===== src/mrf_pkg.sv =====
package mrf_pkg;

    // ----------------------------------------------------------------
    // register byte offsets
    // ----------------------------------------------------------------
    localparam logic [7:0]  MRF_OFF_CTRL     = 8'h00;
    localparam logic [7:0]  MRF_OFF_TX_STAT  = 8'h04;
    localparam logic [7:0]  MRF_OFF_RX_CFG   = 8'h08;
    localparam logic [7:0]  MRF_OFF_SA_LO    = 8'h0C;
    localparam logic [7:0]  MRF_OFF_SA_HI    = 8'h10;
    localparam logic [7:0]  MRF_OFF_IRQ_STAT = 8'h14;
    localparam logic [7:0]  MRF_OFF_IRQ_MASK = 8'h18;

    // ----------------------------------------------------------------
    // field positions
    // ----------------------------------------------------------------
    localparam int          MRF_CTRL_START   = 0;
    localparam int          MRF_CTRL_BUSY    = 1;
    localparam int          MRF_CFG_KEEP_ERR = 0;
    localparam int          MRF_CFG_SHORT    = 1;
    localparam int          MRF_CFG_ONES     = 2;
    localparam int          MRF_CFG_HASHED   = 3;
    localparam int          MRF_CFG_ANY_PHYS = 4;
    localparam int          MRF_CFG_WIDTH    = 5;
    localparam int          MRF_IRQ_TX_DONE  = 0;
    localparam int          MRF_IRQ_RX_KEEP  = 1;
    localparam int          MRF_IRQ_RX_DROP  = 2;
    localparam int          MRF_IRQ_WIDTH    = 3;
    localparam int          MRF_GROUP_BIT    = 40;

    // ----------------------------------------------------------------
    // reset values and limits
    // ----------------------------------------------------------------
    localparam logic [7:0]  MRF_TX_STAT_RST  = 8'h00;
    localparam logic [4:0]  MRF_CFG_RST      = 5'h00;
    localparam logic [47:0] MRF_SA_RST       = 48'h0000_0000_0000;
    localparam logic [2:0]  MRF_IRQ_RST      = 3'h0;
    localparam logic [31:0] MRF_WORD_ZERO    = 32'h0000_0000;
    localparam logic [15:0] MRF_MIN_LEN      = 16'h0040;
    localparam logic [15:0] MRF_RUNT_MIN_LEN = 16'h0008;

    // ----------------------------------------------------------------
    // transmit tracking states
    // ----------------------------------------------------------------
    typedef enum logic [1:0] {
        MRF_TX_IDLE = 2'b01,
        MRF_TX_BUSY = 2'b10
    } mrf_tx_state_e;

endpackage


===== src/mrf_cfg_if.sv =====
`timescale 1ns/100ps
interface mrf_cfg_if;
    logic        keep_errored_packets;
    logic        accept_short_packets;
    logic        accept_all_ones_destination;
    logic        accept_hashed_group_address;
    logic        accept_any_physical_address;
    logic [47:0] station_address_bytes;

    modport cfg (
        output keep_errored_packets, accept_short_packets, accept_all_ones_destination,
               accept_hashed_group_address, accept_any_physical_address, station_address_bytes
    );
    modport filt (
        input  keep_errored_packets, accept_short_packets, accept_all_ones_destination,
               accept_hashed_group_address, accept_any_physical_address, station_address_bytes
    );
endinterface


===== src/mac_rx_filter_tx_status.sv =====
`timescale 1ns/100ps
// Summary of operation
// - transmit status clears when software starts the next transmission
// - a status bit sets only when its media event occurs during sending
// - transmit status content is unspecified until the first transmission ends
// - crc or alignment errored packets dropped unless keep errored set
// - with hashed group acceptance, group packets other than all-ones kept only on hash hit
// - physical packets must match station address unless any physical set
module mac_rx_filter_tx_status (
    input  wire logic        clock_i,
    input  wire logic        rst_i,
    input  wire logic        hsel_i,
    input  wire logic [31:0] haddr_i,
    input  wire logic [1:0]  htrans_i,
    input  wire logic        hwrite_i,
    input  wire logic [2:0]  hsize_i,
    input  wire logic [31:0] hwdata_i,
    input  wire logic        hready_i,
    output logic [31:0]      hrdata_o,
    output logic             hreadyout_o,
    output logic             hresp_o,
    input  wire logic [7:0]  tx_event_i,
    input  wire logic        tx_done_i,
    output logic             tx_busy_o,
    input  wire logic        rx_end_i,
    input  wire logic [47:0] rx_dest_i,
    input  wire logic [15:0] rx_len_i,
    input  wire logic        rx_crc_err_i,
    input  wire logic        rx_align_err_i,
    input  wire logic        rx_hash_hit_i,
    output logic             rx_keep_o,
    output logic             rx_drop_o,
    output logic             irq_o
);
    import mrf_pkg::*;

    // ----------------------------------------------------------------
    // media event synchroniser
    // ----------------------------------------------------------------
    logic [7:0] ev_meta_q;
    logic [7:0] ev_sync_q;
    logic       done_meta_q;
    logic       done_sync_q;

    always_ff @(posedge clock_i) begin
        if (rst_i) begin
            ev_meta_q   <= 8'h00;
            ev_sync_q   <= 8'h00;
            done_meta_q <= 1'b0;
            done_sync_q <= 1'b0;
        end else begin
            ev_meta_q   <= tx_event_i;
            ev_sync_q   <= ev_meta_q;
            done_meta_q <= tx_done_i;
            done_sync_q <= done_meta_q;
        end
    end

    // ----------------------------------------------------------------
    // bus address phase and decode
    // ----------------------------------------------------------------
    logic        wr_pend_q;
    logic [7:0]  wr_addr_q;
    logic [31:0] rdata_q;

    wire       addr_take = hsel_i && hready_i && htrans_i[1];
    wire       in_map    = (haddr_i[31:8] == 24'h00_0000);
    wire [7:0] a_lo      = haddr_i[7:0];

    wire wr_ctrl   = wr_pend_q && (wr_addr_q == MRF_OFF_CTRL);
    wire wr_cfg    = wr_pend_q && (wr_addr_q == MRF_OFF_RX_CFG);
    wire wr_sa_lo  = wr_pend_q && (wr_addr_q == MRF_OFF_SA_LO);
    wire wr_sa_hi  = wr_pend_q && (wr_addr_q == MRF_OFF_SA_HI);
    wire wr_istat  = wr_pend_q && (wr_addr_q == MRF_OFF_IRQ_STAT);
    wire wr_imask  = wr_pend_q && (wr_addr_q == MRF_OFF_IRQ_MASK);

    always_ff @(posedge clock_i) begin
        if (rst_i) begin
            wr_pend_q <= 1'b0;
            wr_addr_q <= 8'h00;
        end else begin
            wr_pend_q <= addr_take && hwrite_i && in_map;
            wr_addr_q <= a_lo;
        end
    end

    // ----------------------------------------------------------------
    // software registers
    // ----------------------------------------------------------------
    logic [4:0]  cfg_q;
    logic [47:0] sa_q;
    logic [2:0]  imask_q;
    logic [2:0]  istat_q;
    logic [2:0]  istat_d;
    logic        start_q;
    logic [7:0]  tx_status;
    logic        tx_busy;
    logic        tx_done_ev;
    logic        rx_keep;
    logic        rx_drop;

    wire start_now = wr_ctrl && hwdata_i[MRF_CTRL_START] && !start_q;
    wire [2:0] ev_set = {rx_drop, rx_keep, tx_done_ev};
    wire [2:0] ev_clr = wr_istat ? hwdata_i[MRF_IRQ_WIDTH-1:0] : 3'h0;

    // events win over a write-one clear in the same cycle
    assign istat_d = (istat_q & ~ev_clr) | ev_set;

    always_ff @(posedge clock_i) begin
        if (rst_i) begin
            cfg_q   <= MRF_CFG_RST;
            sa_q    <= MRF_SA_RST;
            imask_q <= MRF_IRQ_RST;
            istat_q <= MRF_IRQ_RST;
            start_q <= 1'b0;
        end else begin
            if (wr_cfg) begin
                cfg_q <= hwdata_i[MRF_CFG_WIDTH-1:0];
            end
            if (wr_sa_lo) begin
                sa_q[31:0] <= hwdata_i;
            end
            if (wr_sa_hi) begin
                sa_q[47:32] <= hwdata_i[15:0];
            end
            if (wr_imask) begin
                imask_q <= hwdata_i[MRF_IRQ_WIDTH-1:0];
            end
            istat_q <= istat_d;
            start_q <= start_now;
        end
    end

    // ----------------------------------------------------------------
    // read path
    // ----------------------------------------------------------------
    wire [31:0] rd_ctrl  = {30'h0000_0000, tx_busy, 1'b0};
    wire [31:0] rd_stat  = {24'h00_0000, tx_status};
    wire [31:0] rd_cfg   = {27'h000_0000, cfg_q};
    wire [31:0] rd_sa_hi = {16'h0000, sa_q[47:32]};
    wire [31:0] rd_istat = {29'h0000_0000, istat_q};
    wire [31:0] rd_imask = {29'h0000_0000, imask_q};
    wire [31:0] rd_word  =
        !in_map                       ? MRF_WORD_ZERO :
        (a_lo == MRF_OFF_CTRL)        ? rd_ctrl :
        (a_lo == MRF_OFF_TX_STAT)     ? rd_stat :
        (a_lo == MRF_OFF_RX_CFG)      ? rd_cfg :
        (a_lo == MRF_OFF_SA_LO)       ? sa_q[31:0] :
        (a_lo == MRF_OFF_SA_HI)       ? rd_sa_hi :
        (a_lo == MRF_OFF_IRQ_STAT)    ? rd_istat :
        (a_lo == MRF_OFF_IRQ_MASK)    ? rd_imask : MRF_WORD_ZERO;
    wire rd_take = addr_take && !hwrite_i;

    always_ff @(posedge clock_i) begin
        if (rst_i) begin
            rdata_q     <= MRF_WORD_ZERO;
            hreadyout_o <= 1'b0;
            hresp_o     <= 1'b0;
            irq_o       <= 1'b0;
        end else begin
            rdata_q     <= rd_take ? rd_word : MRF_WORD_ZERO;
            hreadyout_o <= 1'b1;
            hresp_o     <= 1'b0;
            irq_o       <= |(istat_d & imask_q);
        end
    end

    assign hrdata_o = rdata_q;

    // ----------------------------------------------------------------
    // transmit status and receive filter
    // ----------------------------------------------------------------
    mrf_cfg_if cfg_bus ();

    assign cfg_bus.keep_errored_packets        = cfg_q[MRF_CFG_KEEP_ERR];
    assign cfg_bus.accept_short_packets        = cfg_q[MRF_CFG_SHORT];
    assign cfg_bus.accept_all_ones_destination = cfg_q[MRF_CFG_ONES];
    assign cfg_bus.accept_hashed_group_address = cfg_q[MRF_CFG_HASHED];
    assign cfg_bus.accept_any_physical_address = cfg_q[MRF_CFG_ANY_PHYS];
    assign cfg_bus.station_address_bytes       = sa_q;

    mrf_tx_status u_tx (
        .clock_i  (clock_i),
        .rst_i    (rst_i),
        .start_i  (start_q),
        .done_i   (done_sync_q),
        .event_i  (ev_sync_q),
        .status_o (tx_status),
        .busy_o   (tx_busy),
        .done_o   (tx_done_ev)
    );

    mrf_rx_accept u_rx (
        .clock_i     (clock_i),
        .rst_i       (rst_i),
        .cfg         (cfg_bus),
        .end_i       (rx_end_i),
        .dest_i      (rx_dest_i),
        .len_i       (rx_len_i),
        .crc_err_i   (rx_crc_err_i),
        .align_err_i (rx_align_err_i),
        .hash_hit_i  (rx_hash_hit_i),
        .keep_o      (rx_keep),
        .drop_o      (rx_drop)
    );

    always_ff @(posedge clock_i) begin
        if (rst_i) begin
            tx_busy_o <= 1'b0;
            rx_keep_o <= 1'b0;
            rx_drop_o <= 1'b0;
        end else begin
            tx_busy_o <= tx_busy;
            rx_keep_o <= rx_keep;
            rx_drop_o <= rx_drop;
        end
    end
endmodule // mac_rx_filter_tx_status


===== src/mrf_tx_status.sv =====
`timescale 1ns/100ps
module mrf_tx_status (
    input  wire logic       clock_i,
    input  wire logic       rst_i,
    input  wire logic       start_i,
    input  wire logic       done_i,
    input  wire logic [7:0] event_i,
    output logic [7:0]      status_o,
    output logic            busy_o,
    output logic            done_o
);
    import mrf_pkg::*;

    mrf_tx_state_e state_q;
    mrf_tx_state_e state_d;
    logic [7:0]    status_d;
    wire           in_tx = (state_q == MRF_TX_BUSY);

    always_comb begin
        case (state_q)
            MRF_TX_IDLE: state_d = start_i ? MRF_TX_BUSY : MRF_TX_IDLE;
            MRF_TX_BUSY: state_d = (done_i && !start_i) ? MRF_TX_IDLE : MRF_TX_BUSY;
            default:     state_d = MRF_TX_IDLE;
        endcase
    end

    // clear on start, then gather events of this packet only
    assign status_d = start_i ? event_i : (in_tx ? (status_o | event_i) : status_o);

    always_ff @(posedge clock_i) begin
        if (rst_i) begin
            state_q  <= MRF_TX_IDLE;
            status_o <= MRF_TX_STAT_RST;
            done_o   <= 1'b0;
        end else begin
            state_q  <= state_d;
            status_o <= status_d;
            done_o   <= in_tx && done_i && !start_i;
        end
    end

    assign busy_o = in_tx;
endmodule // mrf_tx_status


===== src/mrf_rx_accept.sv =====
`timescale 1ns/100ps
module mrf_rx_accept (
    input  wire logic        clock_i,
    input  wire logic        rst_i,
    mrf_cfg_if.filt          cfg,
    input  wire logic        end_i,
    input  wire logic [47:0] dest_i,
    input  wire logic [15:0] len_i,
    input  wire logic        crc_err_i,
    input  wire logic        align_err_i,
    input  wire logic        hash_hit_i,
    output logic             keep_o,
    output logic             drop_o
);
    import mrf_pkg::*;

    wire is_ones  = &dest_i;
    wire is_group = dest_i[MRF_GROUP_BIT];
    wire grp_ok   = cfg.accept_hashed_group_address && hash_hit_i;
    wire phys_ok  = cfg.accept_any_physical_address || (dest_i == cfg.station_address_bytes);
    wire addr_ok  = is_ones ? cfg.accept_all_ones_destination : (is_group ? grp_ok : phys_ok);
    wire len_ok   = (len_i >= MRF_MIN_LEN) || (cfg.accept_short_packets && len_i >= MRF_RUNT_MIN_LEN);
    wire err_ok   = !(crc_err_i || align_err_i) || cfg.keep_errored_packets;
    wire keep_now = addr_ok && len_ok && err_ok;

    always_ff @(posedge clock_i) begin
        if (rst_i) begin
            keep_o <= 1'b0;
            drop_o <= 1'b0;
        end else begin
            keep_o <= end_i && keep_now;
            drop_o <= end_i && !keep_now;
        end
    end
endmodule // mrf_rx_accept


===== config.mk =====
export PLATFORM = sky130hd
export DESIGN_NAME = mac_rx_filter_tx_status
export DESIGN_NICKNAME = d
export VERILOG_FILES = /design/src/mrf_pkg.sv /design/src/mrf_cfg_if.sv /design/src/mac_rx_filter_tx_status.sv /design/src/mrf_tx_status.sv /design/src/mrf_rx_accept.sv
export SDC_FILE = /design/constraint.sdc
export NUM_CORES = 1
export LEC_CHECK = 0
export BUFFER_PORTS_ARGS = -buffer_cell sky130_fd_sc_hd__buf_2
export CORE_MARGIN = 5
export CORE_UTILIZATION = 54
export CTS_CLUSTER_SIZE = 40
export DETAILED_ROUTE_END_ITERATION = 7
export PLACE_DENSITY = 0.85
export REMOVE_ABC_BUFFERS = 1
export SLEW_MARGIN = 10
export SYNTH_ARGS = -nofsm -noshare
export SYNTH_HDL_FRONTEND = slang
export SYNTH_SLANG_ARGS = --single-unit

===== constraint.sdc =====
create_clock -name clock_i -period 5.2 [get_ports clock_i]
set_clock_uncertainty 0.1 [all_clocks]
set_input_delay 1.04 -clock clock_i [delete_from_list [all_inputs] [get_ports clock_i]]
set_output_delay 1.04 -clock clock_i [all_outputs]
set_load 0.01 [all_outputs]

Word-level counts from Yosys, hierarchy flattened
Index checks and enable logic that the tools add are counted.
- bits in registers: 137
- bits in latches: 0
- memory bits (writable): 0
- ROM bits: 0
- input bits: 151
- output and inout port bits: 38
- word-level logic and storage cells: 103
- memories: 0
- add/sub/neg operators: 0
- multipliers: 0
- divide/modulo/power cells: 0
- order comparisons: 2
- equal/unequal tests: 14
- shifts and indexed selects: 0
- muxes and demuxes: 16
- bitwise gates (word level): 7
- reductions and logical operators: 39
- operators with widths (cell ; count):
    48-bit == test ; 1
    8-bit by 5-bit == test with 1-bit output, second input constant ; 6
    48-bit AND reduction ; 1
    8-bit by 4-bit == test with 1-bit output, second input constant ; 4
    32-bit two-way mux ; 1
    8-bit two-way mux ; 4
    24-bit logical NOT ; 1
    1-bit logical AND ; 22
    16-bit by 4-bit >= comparator with 1-bit output, second input constant ; 1
    16-bit by 7-bit >= comparator with 1-bit output, second input constant ; 1
    8-bit logical NOT ; 2
    16-bit two-way mux ; 1
    3-bit two-way mux ; 3
    8-bit by 3-bit == test with 1-bit output, second input constant ; 1
    8-bit bitwise OR ; 1
    3-bit AND ; 2
    2-bit two-way mux ; 3
    3-bit OR reduction ; 2
    6-bit OR reduction ; 1
    1-bit logical NOT ; 4
    1-bit logical OR ; 4
    2-bit case mux with 2 select lines ; 1
    4-bit OR reduction ; 1
    1-bit two-way mux ; 3
    6 further kinds ; 7

Longest topological paths before layout
Gate-level depths: netlist of run 1.
- depth in word-level cells: 8
- depth in mapped cells: 7
- depth with buffers taken out: 5

Cells and area by module
A second synthesis of run 1 with hierarchy kept.
- cell total of the unflattened synthesis: 606
- area, all modules: 5726.7 um^2
- by module, submodules not included (module ; instances ; cells an instance ; area each (um^2) ; seq. area each (um^2)):
    mac_rx_filter_tx_status ; 1 ; 453 ; 4434.3 ; 2482.4
    mrf_rx_accept ; 1 ; 102 ; 810.8 ; 40.0
    mrf_tx_status ; 1 ; 51 ; 481.7 ; 220.2

Worst setup path before layout of run 1
OpenSTA, ideal clock, no wires.
- kind: input to register
- start: input port haddr_i[23]
- end: register rdata_q[10] (netlist: hrdata_o[10])
- setup time: 0.065 ns
- data arrival time: 2.509 ns
- required time: 5.035 ns
- path slack: 2.526 ns
- cell stages on the path: 7
- path buffers: 2
- path through: nor4_1 nand3_1 or4_1 clkbuf_1 or2_1 buf_2 nor2_1
- cells in the longest elaborated chain, start to end: 3
- RTL lines (what ; line ; RTL):
    start, declared ; mac_rx_filter_tx_status.sv:13 ; input wire logic [31:0] haddr_i,
    24-bit logical NOT ; mac_rx_filter_tx_status.sv:67 ; wire in_map = (haddr_i[31:8] == 24'h00_0000);
    1-bit NOT (no line) ; n/a ;
    6-bit OR reduction (no line) ; n/a ;
    end signal, assigned ; mac_rx_filter_tx_status.sv:161 ; rdata_q <= rd_take ? rd_word : MRF_WORD_ZERO;
    end, declared ; mac_rx_filter_tx_status.sv:64 ; logic [31:0] rdata_q;
No other way between the ends.
A chain may end at the register's enable or synchronous reset.

Final worst setup path of run 1
- start: input port haddr_i[7]
- end: register rdata_q[25] (netlist: hrdata_o[25])
- cells in the longest elaborated chain, start to end: 2
- elaborated cells on any way between the ends: 6
- those cells by class: eq/ne (3); mux (1); reduce/logical (2)
- RTL lines (what ; line ; RTL):
    8-bit by 3-bit == test with 1-bit output, or another cell as far along ; mac_rx_filter_tx_status.sv:146 ; (a_lo == MRF_OFF_TX_STAT) ? rd_stat :
    6-bit OR reduction (no line) or 32-bit two-way mux (tied branches) ; n/a ;
Several ways; a longest one is shown, not always the timed one.

==> impl_metrics.csv, run 1 <==
group,metric,value,unit
status,status,"complete, no violations",
cts,ctsHoldBuffers,0,
layout,nFillCells,724,
route,dr_total_vias,5013,
cts,cts_max_level,4,
global_routing,gr-usage-all-layers,26.29,%
global_routing,grt_pass1_vias,5187,
cts,clockRootBuffer,"clkbuf_8",
global_routing,grt_overflow,0,
route,wirelength,16.17,mm
setup_path,slowest_stage,"nor3b_2",
sta,grt_setup_unrepaired,"no",
synthesis,ys_ff_latch,137,
synthesis,seq_area_frac_synth,49.47,%
setup_path,critPathMaxFanout,16,
setup_path,r2r_slack,2.72,ns
sta,timing.slew.headroom,23.11,%
min_path,min-delay-start,"ev_meta_q[5]$_SDFF_PP0_",
sta,finalHoldViolations,0,
floorplanning,pin_count,189,
layout,final_cell_mix,"buf_2, dfxtp_1, nor2_1",
setup_path,path_class,"input pin to flip-flop",
setup_path,crit_path_start_kind,"input pin",
synthesis,synth_edf_count,0,
setup_path,path_buf_inv,1,
sta,setup_viol,0,
floorplanning,die_y,111.3,um
setup_path,r2r-end,"cfg_bus.station_address_bytes[32]$_SDFFE_PP0P_",
synthesis,avgSynthCellArea,9.692,um2
synthesis,yosysWarnings,0,
cts,cts-buffers-inserted,17,
global_routing,grt_max_degree,101,
power,p_total,2.661,mW
setup_path,cp.required,5.57,ns
synthesis,synth_cell_types,45,
layout,drive_gt1_share,28.76,%
run,maxCapViolations,0,
route,routedWlPerCell,18.08,um
floorplanning,die-area,12390,um2
setup_path,critPathMaxStageDelay,0.93,ns
cts,clkTransAtPathRegs,0.06,ns
layout,multi_input_area,2619,um2
setup_path,ff2ff_path_depth,5,
setup_path,critPathArrivalTime,3.63,ns
layout,diodes,0,
sta,period_minus_slack,3.266,ns
cts,ctsResizeCount,0,
placement,gp_congestion,0.9521,
layout,layout_commonest_cell,"buf_2",
min_path,hold_class,"flip-flop to flip-flop",
floorplanning,initial_utilization,54.43,%
floorplanning,rows,37,
layout,final_nets,899,
synthesis,synthTopCellsByArea,"dfxtp_1, mux2i_1, xnor2_1, nor2_1, nor2b_1",
setup_path,crit_chain,"buf_2, nor4_1, and2_1, and3_1, nor3b_2, and2_1",
route,firstDrtPassIters,6,
cts,cts_tree,"done",
route,ant_nets,0,
sta,totalNegativeSetupSlack,0,ns
cts,cts_setup_buffers,0,
synthesis,ys.flop_type,"dfxtp_1",
cts,clk_latency,0.53,ns
synthesis,async_reset_ff_share,0,%
floorplanning,core-area,10180,um2
synthesis,yosysTopAreaCellShare,49.47,%
sta,worst_pin_slew,1.149,ns
synthesis,syn-cell-area,5544,um2
layout,ff_latch_area,2743,um2
sta,period_share,62.81,%
cts,clock_path_buffers,2,
cts,cts_sinks,137,
layout,synthToLayoutAreaGrowth,30.17,%
setup_path,cp-end-kind,"flip-flop",
route,drt_iter0_drc,474,
power,ir_worst_vdd,0.2118,mV
sta,maxSlewViolCount,0,
floorplanning,die_w,111.3,um
placement,port_buffers,180,
setup_path,cpLargestDelayFamily,"simple AND/OR/NAND/NOR gates",
min_path,min_path_cells,1,
setup_path,path_common_cell,"and2_1",
route,drc,0,
global_routing,antenna_found_initial,1,
sta,clock.fmax,0.3062,GHz
synthesis,synthCells,572,
placement,dp_hpwl,11.32,mm
min_path,worstHoldEndpoint,"ev_sync_q[5]$_SDFF_PP0_",
setup_path,rr_startpoint,"wr_addr_q[5]$_SDFF_PP0_",
power,pwr_density_cell,368.8,nW/um2
global_routing,grt_pass1_wl,25.94,mm
route,viasPerCell,5.607,
power,leakage,3.075,nW
synthesis,yosysTopAreaCell,"dfxtp_1",
[report_power, final]
group / internal (mW) / total [mW] / switching, mW
logic: 0.0672 / 0.141 / 0.0734
clock network: 1.01 / 1.46 / 0.445
registers: 1.06 / 1.07 / 0.00398
total: 2.14 / 2.66 / 0.522
[registers in the layout, summed over array words and instances (netlist names), 2 cells and up]
name                           count
u_tx.state_q                       2
cfg_bus.station_address_bytes     48
imask_q                            3
ev_meta_q                          8
cfg_q                              5
u_tx.status_o                      8
ev_sync_q                          8
wr_addr_q                          8
istat_q                            3
hrdata_o                          32
[how the worst max path moves through the flow]
stage / from / end / slack, ns / depth (start not counted)
global route: haddr_i[7] / hrdata_o[25]$_SDFF_PP0_ / 1.75 / 6
CTS: haddr_i[7] / hrdata_o[25]$_SDFF_PP0_ / 1.88 / 6
finish: haddr_i[7] / hrdata_o[25]$_SDFF_PP0_ / 1.93 / 6
detailed placement: haddr_i[7] / hrdata_o[25]$_SDFF_PP0_ / 1.40 / 6
floorplan: wr_addr_q[5]$_SDFF_PP0_ / cfg_bus.station_address_bytes[0]$_SDFFE_PP0P_ / 2.12 / 4
global placement: haddr_i[7] / hrdata_o[24]$_SDFF_PP0_ / 1.49 / 6
[logic make-up (layout without fill, tap and decap cells)]
| family | after synthesis | after routing | synth area share (%) |
|---|---|---|---|
| AO/OA/AOI/OAI | 54 | 54 | 6.522 |
| XOR/XNOR | 48 | 48 | 7.583 |
| adder cells (fa/ha/maj) | 2 | 2 | 0.4513 |
| buffers and inverters | 40 | 226 | 3.295 |
| flip-flops | 137 | 137 | 49.47 |
| multiplexers | 58 | 58 | 10.47 |
| other | 1 | 1 | 0.06764 |
| AND/OR/NAND/NOR | 232 | 232 | 22.14 |
[metrics by stage]
step / util (%) / hold WS, ns / std cells / setup WS (ns) / area [um2]
2_1_floorplan: - / 0.3125 / 545 / 2.117 / 5410
3_3_place_gp: 63.78 / 0.3169 / 863 / 1.492 / 6496
3_5_place_dp: 63.78 / 0.3218 / 863 / 1.396 / 6496
4_1_cts: 70.86 / 0.3358 / 894 / 1.879 / 7217
5_1_grt: 70.86 / 0.3560 / 894 / 1.753 / 7217
6_report: 70.86 / 0.3333 / 894 / 1.934 / 7217
[routing by layer]
metal / GRT usage, % / up-vias / wire length, um
met5: 0 / - / 13
met3: 8.515 / 55 / 1454
met2: 45.68 / 291 / 7999
li1: - / 2315 / -
met1: 30.32 / 2350 / 6226
met4: 9.489 / 2 / 473
[worst reg2reg max path, delay by kind of cell, from the launching register on]
| kind | cells | cell delay (ns) |
|---|---|---|
| DFF | 1 | 0.30 |
| and+or+nand+nor | 4 | 1.50 |
| muxes | 1 | 0.42 |
[cell type report]
cell class                 instances  share of cell area (%)
timing repair buffer             182                   12.69
multi-input combinational        395                   36.29
clock buffer                      20                   6.311
tap                              136                   2.358
sequential                       137                   38.00
clock inverter                    11                   3.675
inverter                          13                  0.6761
[synthesized netlist by cell type, drive strengths merged, types with 13 or more instances]
cell type    n
and2        17
mux2i       58
nand2       13
xnor2       48
nand4       27
a22oi       14
nor2b       41
dfxtp      137
a21oi       15
nor2        87
inv         13
clkbuf      17
nor4        17
Note: power is estimated with default switching activity, not from simulation.
==> run 2, diff against run 1 <==
--- a/config.mk
+++ b/config.mk
@@ -7,10 +7,10 @@
 export LEC_CHECK = 0
 export BUFFER_PORTS_ARGS = -buffer_cell sky130_fd_sc_hd__buf_2
 export CORE_MARGIN = 5
-export CORE_UTILIZATION = 54
+export CORE_UTILIZATION = 50
 export CTS_CLUSTER_SIZE = 40
 export DETAILED_ROUTE_END_ITERATION = 7
-export PLACE_DENSITY = 0.85
+export PLACE_DENSITY = 0.8
 export REMOVE_ABC_BUFFERS = 1
 export SLEW_MARGIN = 10
 export SYNTH_ARGS = -nofsm -noshare
==> constraint.sdc (replaced) <==
create_clock -name clock_i -period 3.1 [get_ports clock_i]
set_clock_uncertainty 0.1 [all_clocks]
set_input_delay 0.62 -clock clock_i [delete_from_list [all_inputs] [get_ports clock_i]]
set_output_delay 0.62 -clock clock_i [all_outputs]
set_load 0.01 [all_outputs]
==> impl_metrics.csv, run 2 (synthesis gave the netlist of run 1 again) <==
group,metric,value,unit
status,status,"complete, no violations",
floorplanning,die-area,13290,um2
global_routing,grt_pass1_vias,4838,
cts,cts-buffers-inserted,17,
setup_path,crit_path_start_kind,"flip-flop",
layout,stdcell_count,904,
global_routing,grt_pass1_wl,24.51,mm
layout,layout_commonest_cell,"buf_2",
sta,period_share,81.73,%
global_routing,grt_max_degree,101,
setup_path,critPathMaxFanout,32,
floorplanning,die_y,115.3,um
layout,final_nets,903,
power,swShare,20.83,%
route,dr_total_vias,4921,
global_routing,met2_usage,40.97,%
route,wirelength,15.74,mm
global_routing,gr-usage-all-layers,23.73,%
setup_path,critPathArrivalTime,2.79,ns
cts,clockRootBuffer,"clkbuf_8",
sta,whs,0.2071,ns
global_routing,grt.busiest_layer,"met2",
sta,totalNegativeSetupSlack,0,ns
sta,finalHoldViolations,0,
route,viasPerCell,5.444,
min_path,min-delay-start,"tx_event_i[5]",
cts,cts_tree,"done",
global_routing,met1_usage,29.10,%
global_routing,grt_overflow,0,
cts,clk_latency,0.52,ns
floorplanning,rows,38,
cts,ctsResizeCount,0,
sta,clock.fmax,0.3947,GHz
setup_path,cp.required,3.36,ns
floorplanning,initial_utilization,51.14,%
placement,dp_cells,871,
cts,clkTransAtPathRegs,0.06,ns
power,ir_worst_vdd,0.3013,mV
sta,period_minus_slack,2.534,ns
placement,port_buffers,180,
cts,cts_sinks,137,
placement,place_ws,0.4548,ns
placement,gp_congestion,0.9065,
floorplanning,die_w,115.3,um
layout,largest_reg_flops,48,
floorplanning,pin_count,189,
power,p_comb_share,5.5,%
cts,cts_max_level,4,
layout,final_cell_mix,"buf_2, dfxtp_1, nor2_1",
power,p_total,4.251,mW
floorplanning,core-area,10840,um2
power,power_frac_clock,52.4,%
layout,synthToLayoutAreaGrowth,29.86,%
run,maxCapViolations,0,
sta,setup_viol,0,
sta,maxSlewViolCount,0,
setup_path,startpoint,"wr_addr_q[5]$_SDFF_PP0_",
power,leakage,3.068,nW
power,pwr-share-seq,42.0,%
sta,grt_setup_unrepaired,"no",
cts,cts_setup_buffers,0,
setup_path,path_class,"flip-flop to flip-flop",
setup_path,cp-end-kind,"flip-flop",
cts,clock_path_buffers,2,
sta,timing.slew.headroom,30.50,%
route,drt_iter0_drc,377,
min_path,hold_class,"input pin to flip-flop",
power,pwr_density_cell,590.5,nW/um2
route,drc,0,
power,p_sw,0.8854,mW
route,ant_nets,0,
cts,ctsHoldBuffers,0,
sta,worst_pin_slew,1.042,ns
layout,drive_gt1_share,29.23,%
setup_path,rr_startpoint,"wr_addr_q[5]$_SDFF_PP0_",
global_routing,met3_usage,7.000,%
sta,fin_ws,0.5662,ns
route,routedWlPerCell,17.41,um
power,cellInternalPower,3.366,mW
route,firstDrtPassIters,5,
global_routing,antenna_found_initial,1,
placement,dp_hpwl,11.39,mm
## run 2: cell count changes in the layout (fill, tap and decap cells not counted), sizes merged
cell and delta:
clkinv +4, inv +1, diode +1, buf +4
clkbuf -3, clkinvlp +1, bufinv -2
## run 2: final cells by class
type	instances	area, um2
diodes	1	2.502
clock buffers	17	414.1
clock inverters	15	249.0
fillers	826	3641
inverters	13	48.80
multi-input cells	395	2619
flip-flops and latches	137	2743
well taps	140	175.2
repair buffers	186	948.4
## run 2: power groups by stage
stage	logic (mW)	registers, mW	clock network, mW
after CTS	0.233	1.79	2.25
final	0.234	1.79	2.23
after global placement	0.223	1.82	0
after global routing	0.254	1.79	2.33
after detailed placement	0.229	1.83	0
after floorplan	0.0720	1.82	0
## run 2: critical path, stage by stage, from the launching register on
cell and delay, ns:
dfxtp_1 0.29, or4b_1 0.69, nor4b_4 0.31, buf_4 0.52
mux2i_1 0.34, nor2_1 0.08
## run 2: per-stage QoR
step | util [%] | cell area [um2]
floorplan | - | 5410
global placement | 60.27 | 6534
detailed placement | 60.27 | 6534
CTS | 66.39 | 7197
global route | 66.39 | 7197
finish | 66.41 | 7199
## run 2: routing by layer
layer / wire [um] / up-vias
met5: 7 / -
met4: 284 / 2
met3: 1467 / 33
met2: 7775 / 240
met1: 6206 / 2313
li1: - / 2333
## run 2: path summary, 6_finish.rpt
kind	endpoint	slack, ns	cells after the start
worst min register to register	ev_sync_q[2]$_SDFF_PP0_	0.34	1
worst min-delay path	ev_meta_q[5]$_SDFF_PP0_	0.21	2
worst max register to register	cfg_bus.station_address_bytes[15]$_SDFFE_PP0P_	0.57	5
worst max-delay path	cfg_bus.station_address_bytes[15]$_SDFFE_PP0P_	0.57	5
==> run 3, diff against run 2 <==
==> constraint.sdc (replaced) <==
create_clock -name clock_i -period 2.59 [get_ports clock_i]
set_clock_uncertainty 0.1 [all_clocks]
set_input_delay 0.518 -clock clock_i [delete_from_list [all_inputs] [get_ports clock_i]]
set_output_delay 0.518 -clock clock_i [all_outputs]
set_load 0.01 [all_outputs]
==> impl_metrics.csv, run 3 (synthesis gave the netlist of run 1 again) <==
group,metric,value,unit
layout,synthToLayoutAreaGrowth,29.52,%
sta,grt_setup_unrepaired,"no",
global_routing,gr-usage-all-layers,23.52,%
route,dr_total_vias,4904,
layout,final_nets,905,
cts,clkTransAtPathRegs,0.06,ns
cts,cts_setup_buffers,0,
setup_path,r2r-end,"cfg_bus.station_address_bytes[15]$_SDFFE_PP0P_",
cts,cts_sinks,137,
sta,period_share,87.23,%
setup_path,path_class,"flip-flop to flip-flop",
power,pwr-share-seq,43.5,%
route,firstDrtPassIters,7,
sta,setup_viol,0,
setup_path,endpoint,"cfg_bus.station_address_bytes[15]$_SDFFE_PP0P_",
cts,cts_max_level,4,
power,p_sw,1.040,mW
global_routing,grt_pass1_wl,24.52,mm
sta,timing.slew.headroom,32.76,%
route,wirelength,15.80,mm
setup_path,cp.depth,5,
cts,cts_tree,"done",
global_routing,grt_overflow,0,
setup_path,cp-end-kind,"flip-flop",
setup_path,path_buf_inv,1,
power,cellInternalPower,3.881,mW
status,status,"complete, no violations",
global_routing,grt_max_degree,101,
setup_path,critPathMaxStageDelay,0.69,ns
cts,ctsResizeCount,0,
route,routedWlPerCell,17.45,um
floorplanning,initial_utilization,51.14,%
setup_path,rr_startpoint,"wr_addr_q[5]$_SDFF_PP0_",
floorplanning,pin_count,189,
cts,cts-buffers-inserted,17,
floorplanning,die_y,115.3,um
sta,clock.fmax,0.4426,GHz
layout,fin_util,66.24,%
route,ant_nets,0,
route,viasPerCell,5.419,
layout,largest_reg_flops,48,
power,p_comb_share,5.7,%
sta,period_minus_slack,2.259,ns
power,ir_worst_vdd,0.4042,mV
setup_path,cp.required,2.85,ns
power,power_frac_clock,50.8,%
power,pwr_density_cell,685.3,nW/um2
setup_path,crit_path_start_kind,"flip-flop",
floorplanning,core-area,10840,um2
setup_path,ff2ff_path_depth,5,
run,maxCapViolations,0,
setup_path,r2r_slack,0.33,ns
layout,diodes,0,
sta,maxSlewViolCount,0,
power,leakage,3.054,nW
setup_path,critPathArrivalTime,2.51,ns
placement,gp_congestion,0.9160,
setup_path,slowest_stage,"or4b_1",
min_path,hold_class,"input pin to flip-flop",
placement,port_buffers,180,
floorplanning,die-area,13290,um2
route,drc,0,
sta,worst_pin_slew,1.009,ns
layout,final_cell_mix,"buf_2, dfxtp_1, nor2_1",
cts,clk_latency,0.51,ns
cts,ctsHoldBuffers,0,
setup_path,critPathMaxFanout,32,
placement,dp_hpwl,11.66,mm
floorplanning,die_w,115.3,um
power,swShare,21.13,%
floorplanning,rows,38,
cts,clock_path_buffers,2,
route,drt_iter0_drc,315,
cts,clockRootBuffer,"clkbuf_8",
setup_path,crit_chain,"or4b_1, nor4b_4, buf_12, mux2i_1, nor2_1",
layout,drive_gt1_share,29.15,%
global_routing,grt_pass1_vias,4987,
sta,whs,0.1135,ns
layout,layout_commonest_cell,"buf_2",
global_routing,antenna_found_initial,0,
setup_path,cpLargestDelayFamily,"simple AND/OR/NAND/NOR gates",
sta,finalHoldViolations,0,
setup_path,startpoint,"wr_addr_q[5]$_SDFF_PP0_",
run 3: through the flow:
step | TNS, ns | cells | total power [mW] | instance area (um2) | setup WS [ns]
finish | 0 | 905 | 4.921 | 7181 | 0.3307
global placement | 0 | 873 | 2.452 | 6561 | 0.2688
floorplan | -15.76 | 545 | 2.270 | 5410 | -0.4926
CTS | 0 | 905 | 4.936 | 7181 | 0.3379
global route | 0 | 905 | 5.071 | 7181 | 0.2294
detailed placement | 0 | 873 | 2.460 | 6561 | 0.1847
run 3: routing by layer:
metal	track usage [%]	wire length, um	up-vias
met2	41.74	7850	229
met5	0	0	-
met1	28.36	6311	2309
met3	5.579	1307	35
li1	-	-	2331
met4	6.729	327	0
run 3: cell type report:
class | count | area, um2
Clock buffer | 21 | 449.2
Clock inverter | 11 | 170.2
Fill cell | 857 | 3660
Inverter | 13 | 48.80
Multi-Input combinational cell | 395 | 2619
Sequential cell | 137 | 2743
Tap cell | 140 | 175.2
Timing Repair Buffer | 188 | 975.9
run 3: how the worst min path moves through the flow:
stage / startpoint / cells after the start / slack (ns) / end
after floorplan: u_rx.drop_o$_SDFF_PP0_ / 2 / 0.31 / rx_drop_o$_SDFF_PP0_
after global placement: done_meta_q$_SDFF_PP0_ / 1 / 0.32 / done_sync_q$_SDFF_PP0_
after detailed placement: ev_meta_q[6]$_SDFF_PP0_ / 1 / 0.32 / ev_sync_q[6]$_SDFF_PP0_
after CTS: tx_event_i[6] / 2 / 0.10 / ev_meta_q[6]$_SDFF_PP0_
after global routing: tx_event_i[6] / 2 / 0.11 / ev_meta_q[6]$_SDFF_PP0_
final: tx_event_i[6] / 2 / 0.11 / ev_meta_q[6]$_SDFF_PP0_
run 3: power by group through the flow:
stage | Clock [mW] | Combinational [mW] | Sequential [mW]
4_1_cts | 2.52 | 0.279 | 2.14
5_1_grt | 2.63 | 0.304 | 2.14
3_3_place_gp | 0 | 0.268 | 2.18
3_5_place_dp | 0 | 0.275 | 2.19
6_report | 2.50 | 0.280 | 2.14
2_1_floorplan | 0 | 0.0862 | 2.18
